$ cat src/design/gidp_pkg.sv
// Package of addresses, reset values and mode codes for the general I/O data ports.
// Operation
// [RULE_01] Ports J and K read the stored bit when a pin is a general output.
// [RULE_02] Any pin in input mode, code 10 or 11, reads its sampled pin level.
// [RULE_03] Port J data clears on power-on reset and survives manual reset and standby.
// [RULE_04] Port K data clears on power-on reset and survives manual reset and standby.
// [RULE_05] In output mode a write stores the bit and drives it onto the pin.
// [RULE_06] In other modes a write stores the bit only; mode 00 reads the bit.
// [RULE_07] In input mode the pull-up is on for code 10 and off for code 11.
// [RULE_08] Port L is an 8-bit read-only register; writes change nothing.
// [RULE_09] Port L reads zero for codes 00 and 01 and the pin level otherwise.
// [RULE_10] Port L pins have no pull-up; both input codes behave the same.
// [RULE_11] Port L reads zero after power-on reset and keeps that through manual reset.
// [RULE_12] Serial port data bits 6 to 0 are read/write and bit 7 is read-only.
// [RULE_13] Serial port bits 6 to 0 clear on power-on reset and survive manual reset.
// [RULE_14] After reset serial pins are inputs with pull-up and their levels read back.
// [RULE_15] Serial bit 7 reads low except in input mode; writes to it are ignored.
// [RULE_16] Software sets receive enable before reading receive pins while the link is enabled.
// [RULE_17] Every pin input passes two clocked flip-flops before a register read sees it.
package gidp_pkg;

  // ----------------------------------------------------------------
  // Register indices and byte addresses
  // ----------------------------------------------------------------
  localparam logic [31:0] GIDP_J_IDX = 32'h04000130;
  localparam logic [31:0] GIDP_K_IDX = 32'h04000132;
  localparam logic [31:0] GIDP_L_IDX = 32'h04000134;
  localparam logic [31:0] GIDP_SC_IDX = 32'h04000136;
  localparam logic [31:0] GIDP_J_ADDR = GIDP_J_IDX << 2;
  localparam logic [31:0] GIDP_K_ADDR = GIDP_K_IDX << 2;
  localparam logic [31:0] GIDP_L_ADDR = GIDP_L_IDX << 2;
  localparam logic [31:0] GIDP_SC_ADDR = GIDP_SC_IDX << 2;

  // ----------------------------------------------------------------
  // Field layout and reset values
  // ----------------------------------------------------------------
  localparam int GIDP_PORT_W = 8;
  localparam int GIDP_SC_RW_W = 7;
  localparam int GIDP_SC_IN_BIT = 7;
  localparam logic [7:0] GIDP_J_RESET = 8'h00;
  localparam logic [7:0] GIDP_K_RESET = 8'h00;
  localparam logic [7:0] GIDP_L_READ_OFF = 8'h00;
  localparam logic [6:0] GIDP_SC_RESET = 7'h00;
  localparam logic [31:0] GIDP_RDATA_RESET = 32'h00000000;

  // ----------------------------------------------------------------
  // Pin mode codes and bus constants
  // ----------------------------------------------------------------
  localparam logic [1:0] GIDP_MODE_OTHER = 2'h0;
  localparam logic [1:0] GIDP_MODE_OUTPUT = 2'h1;
  localparam logic [1:0] GIDP_MODE_IN_PU = 2'h2;
  localparam logic [1:0] GIDP_MODE_IN_NOPU = 2'h3;
  localparam logic GIDP_HRESP_OKAY = 1'h0;
  localparam logic [1:0] GIDP_SYNC_RESET = 2'h0;

endpackage

$ cat src/design/gidp_sync.sv
// Two-flop synchroniser for a group of pin inputs.
`timescale 1ns/100ps

module gidp_sync #(
  parameter int W = 8
) (
  // Clock, reset and enable.
  input wire logic hclk,
  input wire logic hresetn,
  input wire logic ce,
  // Raw pins and synchronised levels.
  input wire logic [W-1:0] async_in,
  output logic [W-1:0] sync_out
);

  logic [W-1:0] meta;

  // ----------------------------------------------------------------
  // Synchronising stages
  // ----------------------------------------------------------------
  // The first stage feeds only the second, so a metastable level never spreads.
  always_ff @(posedge hclk or negedge hresetn) begin
    if (!hresetn) begin
      meta <= '0;
      sync_out <= '0;
    end else if (ce) begin
      meta <= async_in; // RULE_17
      sync_out <= meta; // RULE_17
    end
  end

endmodule

$ cat src/design/gidp_ports.sv
// Data registers and pin logic of ports J, K, L and the serial pin port, with AHB-Lite access.
`timescale 1ns/100ps

module gidp_ports
  import gidp_pkg::*;
(
  // Clock, power-on reset and clock enable.
  input wire logic hclk,
  input wire logic hresetn,
  input wire logic ce,
  // AHB-Lite slave.
  input wire logic hsel,
  input wire logic [31:0] haddr,
  input wire logic [1:0] htrans,
  input wire logic hwrite,
  input wire logic [2:0] hsize,
  input wire logic [31:0] hwdata,
  input wire logic hready,
  output logic hreadyout,
  output logic hresp,
  output logic [31:0] hrdata,
  // Pin modes from the pin function controller.
  input wire logic [7:0] j_pin_mode_high,
  input wire logic [7:0] j_pin_mode_low,
  input wire logic [7:0] k_pin_mode_high,
  input wire logic [7:0] k_pin_mode_low,
  input wire logic [7:0] l_pin_mode_high,
  input wire logic [7:0] l_pin_mode_low,
  input wire logic [7:0] serial_pin_mode_high,
  input wire logic [7:0] serial_pin_mode_low,
  // Port J pins.
  input wire logic [7:0] j_pins_in,
  output logic [7:0] j_pins_out,
  output logic [7:0] j_pins_oe,
  output logic [7:0] j_pins_pullup,
  // Port K pins.
  input wire logic [7:0] k_pins_in,
  output logic [7:0] k_pins_out,
  output logic [7:0] k_pins_oe,
  output logic [7:0] k_pins_pullup,
  // Port L input-only pins.
  input wire logic [7:0] l_pins_in,
  // Serial port pins; bit 7 is input only.
  input wire logic [7:0] serial_port_pins_in,
  output logic [6:0] serial_port_pins_out,
  output logic [6:0] serial_port_pins_oe,
  output logic [7:0] serial_port_pins_pullup
);

  // ----------------------------------------------------------------
  // Declarations
  // ----------------------------------------------------------------
  logic [7:0] port_j_data;
  logic [7:0] port_k_data;
  logic [6:0] serial_pin_port_data;
  logic [7:0] j_sync;
  logic [7:0] k_sync;
  logic [7:0] l_sync;
  logic [7:0] sc_sync;
  logic take;
  logic wr_j_q;
  logic wr_k_q;
  logic wr_sc_q;
  logic do_wr_j;
  logic do_wr_k;
  logic do_wr_sc;
  logic [7:0] next_port_j_data;
  logic [7:0] next_port_k_data;
  logic [6:0] next_serial_pin_port_data;
  logic [7:0] j_in_mask;
  logic [7:0] k_in_mask;
  logic [7:0] j_rd;
  logic [7:0] k_rd;
  logic [7:0] l_rd;
  logic [7:0] sc_rd;
  logic [31:0] next_hrdata;

  // ----------------------------------------------------------------
  // Pin input synchronisers
  // ----------------------------------------------------------------
  gidp_sync #(.W(GIDP_PORT_W)) u_sync_j (
    .hclk(hclk), .hresetn(hresetn), .ce(ce), .async_in(j_pins_in), .sync_out(j_sync)
  );
  gidp_sync #(.W(GIDP_PORT_W)) u_sync_k (
    .hclk(hclk), .hresetn(hresetn), .ce(ce), .async_in(k_pins_in), .sync_out(k_sync)
  );
  gidp_sync #(.W(GIDP_PORT_W)) u_sync_l (
    .hclk(hclk), .hresetn(hresetn), .ce(ce), .async_in(l_pins_in), .sync_out(l_sync) // RULE_11
  );
  gidp_sync #(.W(GIDP_PORT_W)) u_sync_sc (
    .hclk(hclk), .hresetn(hresetn), .ce(ce), .async_in(serial_port_pins_in), .sync_out(sc_sync)
  );

  // ----------------------------------------------------------------
  // Bus handshake
  // ----------------------------------------------------------------
  // Stretching the data phase while the enable is low keeps the bus from losing transfers.
  assign hreadyout = ce;
  assign hresp = GIDP_HRESP_OKAY;
  assign take = ce && hready && hsel && htrans[1];

  // Address phase capture of the write targets.
  always_ff @(posedge hclk or negedge hresetn) begin
    if (!hresetn) begin
      wr_j_q <= 1'b0;
      wr_k_q <= 1'b0;
      wr_sc_q <= 1'b0;
    end else if (ce) begin
      wr_j_q <= take && hwrite && (haddr == GIDP_J_ADDR);
      wr_k_q <= take && hwrite && (haddr == GIDP_K_ADDR);
      wr_sc_q <= take && hwrite && (haddr == GIDP_SC_ADDR);
    end
  end

  // Writes land in the data phase; port L has no write path at all.
  assign do_wr_j = ce && wr_j_q;
  assign do_wr_k = ce && wr_k_q;
  assign do_wr_sc = ce && wr_sc_q;
  assign next_port_j_data = do_wr_j ? hwdata[7:0] : port_j_data; // RULE_06
  assign next_port_k_data = do_wr_k ? hwdata[7:0] : port_k_data; // RULE_06
  assign next_serial_pin_port_data = do_wr_sc ? hwdata[6:0] : serial_pin_port_data; // RULE_12

  // ----------------------------------------------------------------
  // Data registers
  // ----------------------------------------------------------------
  // Only power-on reset clears the ports; manual reset and standby never reach here.
  always_ff @(posedge hclk or negedge hresetn) begin
    if (!hresetn) begin
      port_j_data <= GIDP_J_RESET; // RULE_03
    end else if (ce) begin
      port_j_data <= next_port_j_data;
    end
  end

  // Port K data register.
  always_ff @(posedge hclk or negedge hresetn) begin
    if (!hresetn) begin
      port_k_data <= GIDP_K_RESET; // RULE_04
    end else if (ce) begin
      port_k_data <= next_port_k_data;
    end
  end

  // Serial port bits 6 to 0; bit 7 has no storage, so it is never written.
  always_ff @(posedge hclk or negedge hresetn) begin
    if (!hresetn) begin
      serial_pin_port_data <= GIDP_SC_RESET; // RULE_13
    end else if (ce) begin
      serial_pin_port_data <= next_serial_pin_port_data; // RULE_15
    end
  end

  // ----------------------------------------------------------------
  // Per-bit pin and read logic
  // ----------------------------------------------------------------
  // Reads use the next register values so a read right after a write sees the new data.
  for (genvar i = 0; i < GIDP_PORT_W; i++) begin : g_bit
    assign j_in_mask[i] = j_pin_mode_high[i]; // RULE_02
    assign k_in_mask[i] = k_pin_mode_high[i]; // RULE_02
    assign j_rd[i] = j_in_mask[i] ? j_sync[i] : next_port_j_data[i]; // RULE_01
    assign k_rd[i] = k_in_mask[i] ? k_sync[i] : next_port_k_data[i]; // RULE_01
    assign l_rd[i] = l_pin_mode_high[i] ? l_sync[i] : GIDP_L_READ_OFF[i]; // RULE_09 RULE_10
    assign j_pins_out[i] = port_j_data[i];
    assign k_pins_out[i] = port_k_data[i];
    assign j_pins_oe[i] = ({j_pin_mode_high[i], j_pin_mode_low[i]} == GIDP_MODE_OUTPUT); // RULE_05
    assign k_pins_oe[i] = ({k_pin_mode_high[i], k_pin_mode_low[i]} == GIDP_MODE_OUTPUT); // RULE_05
    assign j_pins_pullup[i] = ({j_pin_mode_high[i], j_pin_mode_low[i]} == GIDP_MODE_IN_PU); // RULE_07
    assign k_pins_pullup[i] = ({k_pin_mode_high[i], k_pin_mode_low[i]} == GIDP_MODE_IN_PU); // RULE_07
    assign serial_port_pins_pullup[i] =
      ({serial_pin_mode_high[i], serial_pin_mode_low[i]} == GIDP_MODE_IN_PU); // RULE_07
    if (i == GIDP_SC_IN_BIT) begin : g_sc_in
      // Input-only bit reads low outside the input modes.
      assign sc_rd[i] = serial_pin_mode_high[i] & sc_sync[i]; // RULE_15
    end else begin : g_sc_io
      assign sc_rd[i] = serial_pin_mode_high[i] ? sc_sync[i] :
        next_serial_pin_port_data[i]; // RULE_14
      assign serial_port_pins_out[i] = serial_pin_port_data[i];
      assign serial_port_pins_oe[i] =
        ({serial_pin_mode_high[i], serial_pin_mode_low[i]} == GIDP_MODE_OUTPUT); // RULE_05
    end
  end

  // ----------------------------------------------------------------
  // Read data
  // ----------------------------------------------------------------
  // Unmapped addresses read as zero with an OKAY answer; upper bits always read zero.
  always_comb begin
    next_hrdata = GIDP_RDATA_RESET;
    if (take && !hwrite) begin
      if (haddr == GIDP_J_ADDR) begin
        next_hrdata[7:0] = j_rd;
      end else if (haddr == GIDP_K_ADDR) begin
        next_hrdata[7:0] = k_rd;
      end else if (haddr == GIDP_L_ADDR) begin
        next_hrdata[7:0] = l_rd; // RULE_08
      end else if (haddr == GIDP_SC_ADDR) begin
        next_hrdata[7:0] = sc_rd; // RULE_12
      end
    end
  end

  // Read data is registered at the address phase and stands through the data phase.
  always_ff @(posedge hclk or negedge hresetn) begin
    if (!hresetn) begin
      hrdata <= GIDP_RDATA_RESET;
    end else if (take) begin
      hrdata <= next_hrdata;
    end
  end

  // ----------------------------------------------------------------
  // Assertion helpers
  // ----------------------------------------------------------------
  logic j_written;
  logic k_written;
  logic sc_written;
  logic [1:0] settle;
  logic rd_j;
  logic rd_k;
  logic rd_l;
  logic rd_sc;

  assign rd_j = take && !hwrite && (haddr == GIDP_J_ADDR);
  assign rd_k = take && !hwrite && (haddr == GIDP_K_ADDR);
  assign rd_l = take && !hwrite && (haddr == GIDP_L_ADDR);
  assign rd_sc = take && !hwrite && (haddr == GIDP_SC_ADDR);

  // Track whether each register has been written and whether the synchronisers are full.
  always_ff @(posedge hclk or negedge hresetn) begin
    if (!hresetn) begin
      j_written <= 1'b0;
      k_written <= 1'b0;
      sc_written <= 1'b0;
      settle <= GIDP_SYNC_RESET;
    end else begin
      j_written <= j_written || do_wr_j;
      k_written <= k_written || do_wr_k;
      sc_written <= sc_written || do_wr_sc;
      if (ce && settle != 2'h3) begin
        settle <= settle + 2'h1;
      end else if (!ce) begin
        settle <= GIDP_SYNC_RESET;
      end
    end
  end
endmodule

$ cat config.mk
export PLATFORM = sky130hd
export DESIGN_NAME = gidp_ports
export DESIGN_NICKNAME = d
export VERILOG_FILES = /design/src/design/gidp_pkg.sv /design/src/design/gidp_sync.sv /design/src/design/gidp_ports.sv
export SDC_FILE = /design/constraint.sdc
export NUM_CORES = 1
export LEC_CHECK = 0
export ABC_AREA = 1
export BUFFER_PORTS_ARGS = -buffer_cell sky130_fd_sc_hd__buf_2
export CAP_MARGIN = 15
export CORE_UTILIZATION = 47
export CTS_BUF_LIST = sky130_fd_sc_hd__clkbuf_4
export CTS_CLUSTER_SIZE = 20
export DETAILED_ROUTE_END_ITERATION = 7
export PLACE_DENSITY = 0.8
export SYNTH_ARGS = -nofsm -noshare
export SYNTH_HDL_FRONTEND = slang
export SYNTH_SLANG_ARGS = --single-unit
$ cat constraint.sdc
create_clock -name hclk -period 1.8 [get_ports hclk]
set_input_delay 0.09 -clock hclk [delete_from_list [all_inputs] [get_ports hclk]]
set_output_delay 0.09 -clock hclk [all_outputs]
set_load 0.05 [all_outputs]
# Yosys cells after proc, flatten, opt, wreduce, memory -nomap -nowiden
# Index checks and enable logic that the tools add are counted.
[classes]
eq_ne = 51
mux = 39
n_bitwise = 1
n_reduce_logical = 12
[ops]
columns = ["operator", "n"]
rows = [
  ["32-bit by 29-bit == test with 1-bit output, second input constant", 4],
  ["8-bit 2-to-1 mux", 7],
  ["2-bit == test, second input constant", 24],
  ["2-bit by 1-bit == test with 1-bit output, second input constant", 23],
  ["1-bit 2-to-1 mux", 31],
  ["1-bit logical AND", 11],
  ["7-bit 2-to-1 mux", 1],
  ["1-bit AND", 1],
  ["1-bit logical NOT", 1],
]
[totals]
reg_bits = 98
out_inout_bits = 104

# Logic depth before layout (Yosys ltp)
[logic_depth]
depth_word = 8
depth_mapped = 12
mapped_depth_nobuf = 11

# Hierarchy
# A second synthesis with hierarchy kept.
[unflattened]
cells_unflattened = 737
area_unflattened_um2 = 5662.9
[modules_own_cells]
columns = ["mod", "n_inst", "cells_each", "area_per_inst_um2"]
rows = [
  ["gidp_ports", 1, 465, 2955.3],
  ["gidp_sync", 4, 68, 676.9],
]

# Worst setup path after synthesis
# Ideal clock, no wire load.
[synth_path]
path_type = "register to register"
start = "register port_k_data[0] (netlist: k_pins_out[0])"
end = "register hrdata[0]"
setup_time_ps = 66
t_arrival_ps = 1211
required_time_ps = 1734
slack_ps = 523
path_stages_with_launch = 9
n_path_buf = 0
cell_sequence = "dfrtp_1 inv_1 nand2_1 o21ai_0 o21ai_0 nand3_1 nand2_1 o21ai_2 nand2_1"
[synth_between]
elab_chain_cells = 5
[synth_lines]
columns = ["element", "line_no", "source"]
rows = [
  ["from (decl)", "gidp_ports.sv:54", "logic [7:0] port_k_data;"],
  ["from (signal assigned)", "gidp_ports.sv:140", "port_k_data <= next_port_k_data;"],
  ["8-bit 2-to-1 mux", "gidp_ports.sv:120", "assign next_port_k_data = do_wr_k ? hwdata[7:0] : port_k_data;"],
  ["1-bit 2-to-1 mux", "gidp_ports.sv:161", "assign k_rd[i] = k_in_mask[i] ? k_sync[i] : next_port_k_data[i];"],
  ["8-bit 2-to-1 mux", "gidp_ports.sv:192", "end else if (haddr == GIDP_K_ADDR) begin"],
  ["8-bit 2-to-1 mux", "gidp_ports.sv:190", "if (haddr == GIDP_J_ADDR) begin"],
  ["8-bit 2-to-1 mux", "gidp_ports.sv:189", "if (take && !hwrite) begin"],
  ["to (signal assigned)", "gidp_ports.sv:207", "hrdata <= next_hrdata;"],
  ["to (decl)", "gidp_ports.sv:21", "output logic [31:0] hrdata,"],
]
# No other way between the ends.
# A chain may end at the register's enable or synchronous reset.

# Final worst setup path
[layout_path]
start = "input ce"
end = "output hreadyout"
[layout_lines]
columns = ["element", "line_no", "source"]
rows = [
  ["from (decl)", "gidp_ports.sv:10", "input wire logic ce,"],
  ["to (decl)", "gidp_ports.sv:19", "output logic hreadyout,"],
]
# No word-level cell between the ends.

==> results.toml <==
[outcome]
status = "finished, final reports clean"

[detailed_routing]
vias = 5025
wl_um = 13800
drcViolationCount = 0
antenna_left = 0
wire_per_inst_um = 12.7
drtIter0Drc = 251
first_pass_iters = 5
avgViaCountPerCell = 4.60

[cells_and_area]
drive_gt1_share_pct = 29.5
final_common_cell = "buf_2"
syn2layout_area_growth_pct = 31.7
finish.utilization_pct = 63.7
nets = 1118
layout_common_cells = "buf_2 (211), nand2_1 (153), inv_1 (136), dfrtp_1 (98), nor2_1 (85)"
fillers = 1003

[timing]
setup_tns_ns = 0
slew_viol_final = 0
tightest_slew_ns = 0.527
setup_viol = 0
fmax_mhz = 596
hold_viol = 0
period_share_pct = 93.2
whs_ns = 0.0516
fin_skew_ns = 0.0350
slew_headroom_pct = 64.9
rsz0062_at_grt = "false"
layout_setup_ws_ns = 0.123
finalCriticalPeriod_ns = 1.68

[placement]
dp_slack_ns = 0.313
io_buffers = 213
dp_hpwl_um = 10400
gp_congestion = 0.779

[grt]
grt_pass1_wl_um = 21900
grt_max_degree = 122
grt_use_total_pct = 24.7
grt_remaining_overflow = 0
grt_pass1_vias = 4615
antenna_found_initial = 1

[setup_path]
regToRegStartpoint = "wr_sc_q$_DFFE_PN0P_"
critical_path_peak_fanout = 121
rr_worst_depth = 9
r2r_end = "hrdata[5]$_DFFE_PN0P_"
cp-end-kind = "output port"
cp-start-kind = "input port"
crit_type = "input port to output port"
arrival_ns = 1.59
rrSetupSlack_ns = 0.27
critical_path_required_ns = 1.71

[logic_synthesis]
yosysSeqAreaShare_pct = 46.6
syn_inst = 694
synth.ff_latch_count = 98
netlist_area_sq_um = 5270
ys_types = 27
ys_warn_count = 0
synth.avg_cell_area_sq_um = 7.59

[min_path]
min_from = "haddr[3]"
min_path_cells = 5
worstHoldEndpoint = "wr_k_q$_DFFE_PN0P_"
min_path_type = "input port to flop"

[die]
core.rowCount = 38
core_sq_um = 10900
initial_core_util_pct = 48.4
die_area_sq_um = 11600
num_io_pins = 275
die_h_um = 108
dieWidth_um = 108

[clock_network]
clkSinkCount = 98
path_clk_slew_ns = 0.18
tritoncts = "yes"
insertion_delay_ns = 0.46
cts-htree-levels = 3
numCtsBuffers = 9
clk_path_buf_depth = 2
root_buffer = "clkbuf_4"
postCtsSetupBuffers = 0

[pwr]
cellPowerDensity_nw_per_um2 = 715
leakagePower_nw = 4.04
vdd_drop_max_mv = 0.491

[flow_run]
max_cap_viol_count = 0
==> area by class of cell <==
type	instances	area, sq um	share of cell area, %
Antenna cell	1	2.50	0.0361
Clock buffer	10	75.1	1.08
Multi-Input combinational cell	438	2080	30.0
Inverter	137	514	7.41
Clock inverter	6	55.1	0.794
Timing Repair Buffer	263	1580	22.8
Tap cell	140	175	2.52
Sequential cell	98	2450	35.3
==> synth_stat cells <==
library cell | instances | area, sq um
o21ai_1 | 8 | 40.0
inv_2 | 1 | 3.75
nor2_8 | 1 | 20.0
nand3_1 | 33 | 165
inv_1 | 136 | 510
nand3b_1 | 8 | 60.1
o22ai_1 | 3 | 18.8
dfrtp_1 | 98 | 2450
nand2_1 | 153 | 574
buf_4 | 27 | 203
nand4_2 | 1 | 12.5
clkbuf_1 | 7 | 26.3
mux2_2 | 8 | 90.1
a21oi_1 | 24 | 120
buf_6 | 4 | 45.0
nor2_2 | 1 | 6.26
buf_2 | 4 | 20.0
nor2_1 | 85 | 319
nor2_4 | 4 | 45.0
o21a_1 | 7 | 52.6
o21ai_0 | 48 | 240
buf_1 | 3 | 11.3
nand2_4 | 1 | 11.3
o21ai_2 | 15 | 131
conb_1 | 1 | 3.75
nand2_2 | 12 | 75.1
or2_4 | 1 | 8.76
==> worst max-delay path, stage by stage <==
cell,delay [ns]
dlygate4sd3_1,0.53
buf_4,0.20
buf_12,0.41
buf_2,0.35
==> worst max-delay path by stage <==
| stage | startpoint | endpoint | slack, ns | cells after the start |
|---|---|---|---|---|
| floorplan | k_pins_out[0]$_DFFE_PN0P_ | hrdata[0]$_DFFE_PN0P_ | 0.52 | 8 |
| global placement | wr_sc_q$_DFFE_PN0P_ | hrdata[4]$_DFFE_PN0P_ | 0.34 | 9 |
| detailed placement | haddr[0] | hrdata[7]$_DFFE_PN0P_ | 0.31 | 10 |
| CTS | ce | hreadyout | 0.11 | 4 |
| global route | wr_sc_q$_DFFE_PN0P_ | hrdata[0]$_DFFE_PN0P_ | 0.04 | 9 |
| finish | ce | hreadyout | 0.12 | 4 |
==> through the flow <==
stage	area (sq um)	cells	power [mW]
floorplan	5360	718	3.42
global placement	6370	1033	3.79
detailed placement	6370	1033	3.82
CTS	6940	1092	5.00
global route	6940	1093	5.23
finish	6940	1093	4.96
==> cell families (layout without fill, tap and decap cells) <==
group           count (synthesis)  in the layout  synth area share (%)
flops                          98             98                  46.6
other cells                     1             26                0.0712
simple gates                  300            300                  24.6
mux                             8              8                  1.71
compound gates                105            105                  11.5
buf+inv                       182            416                  15.6
==> what timing repair did <==
action                                 CTS  global route
hold buffers                            43             0
gates resized for setup                  0             0
endpoints found under the hold margin   95             0
==> registers in the layout, summed over array words and instances (netlist names), 7 cells and up <==
register and flops:
u_sync_j.meta 8, j_pins_out 8, u_sync_j.sync_out 8, u_sync_k.sync_out 8, u_sync_k.meta 8, serial_port_pins_out 7, k_pins_out 8, hrdata 8
u_sync_l.meta 8, u_sync_l.sync_out 8, u_sync_sc.sync_out 8, u_sync_sc.meta 8
==> power breakdown <==
group	leakage, nW	switching [mW]	internal (mW)
clock	0.0739	0.785	0.331
sequential	1.16	0.0857	2.39
combinational	2.80	0.943	0.424
==> layer usage <==
metal	share of wire, %	routed length, um	global-route usage [%]	vias up
met5	0	0	0	-
met4	1.1	155	7.34	0
met3	6.5	904	4.48	10
met2	51	7080	45.4	177
met1	41	5710	29.1	2267
li1	-	-	-	2571
No activity file was read; power rests on OpenSTA's default activity.
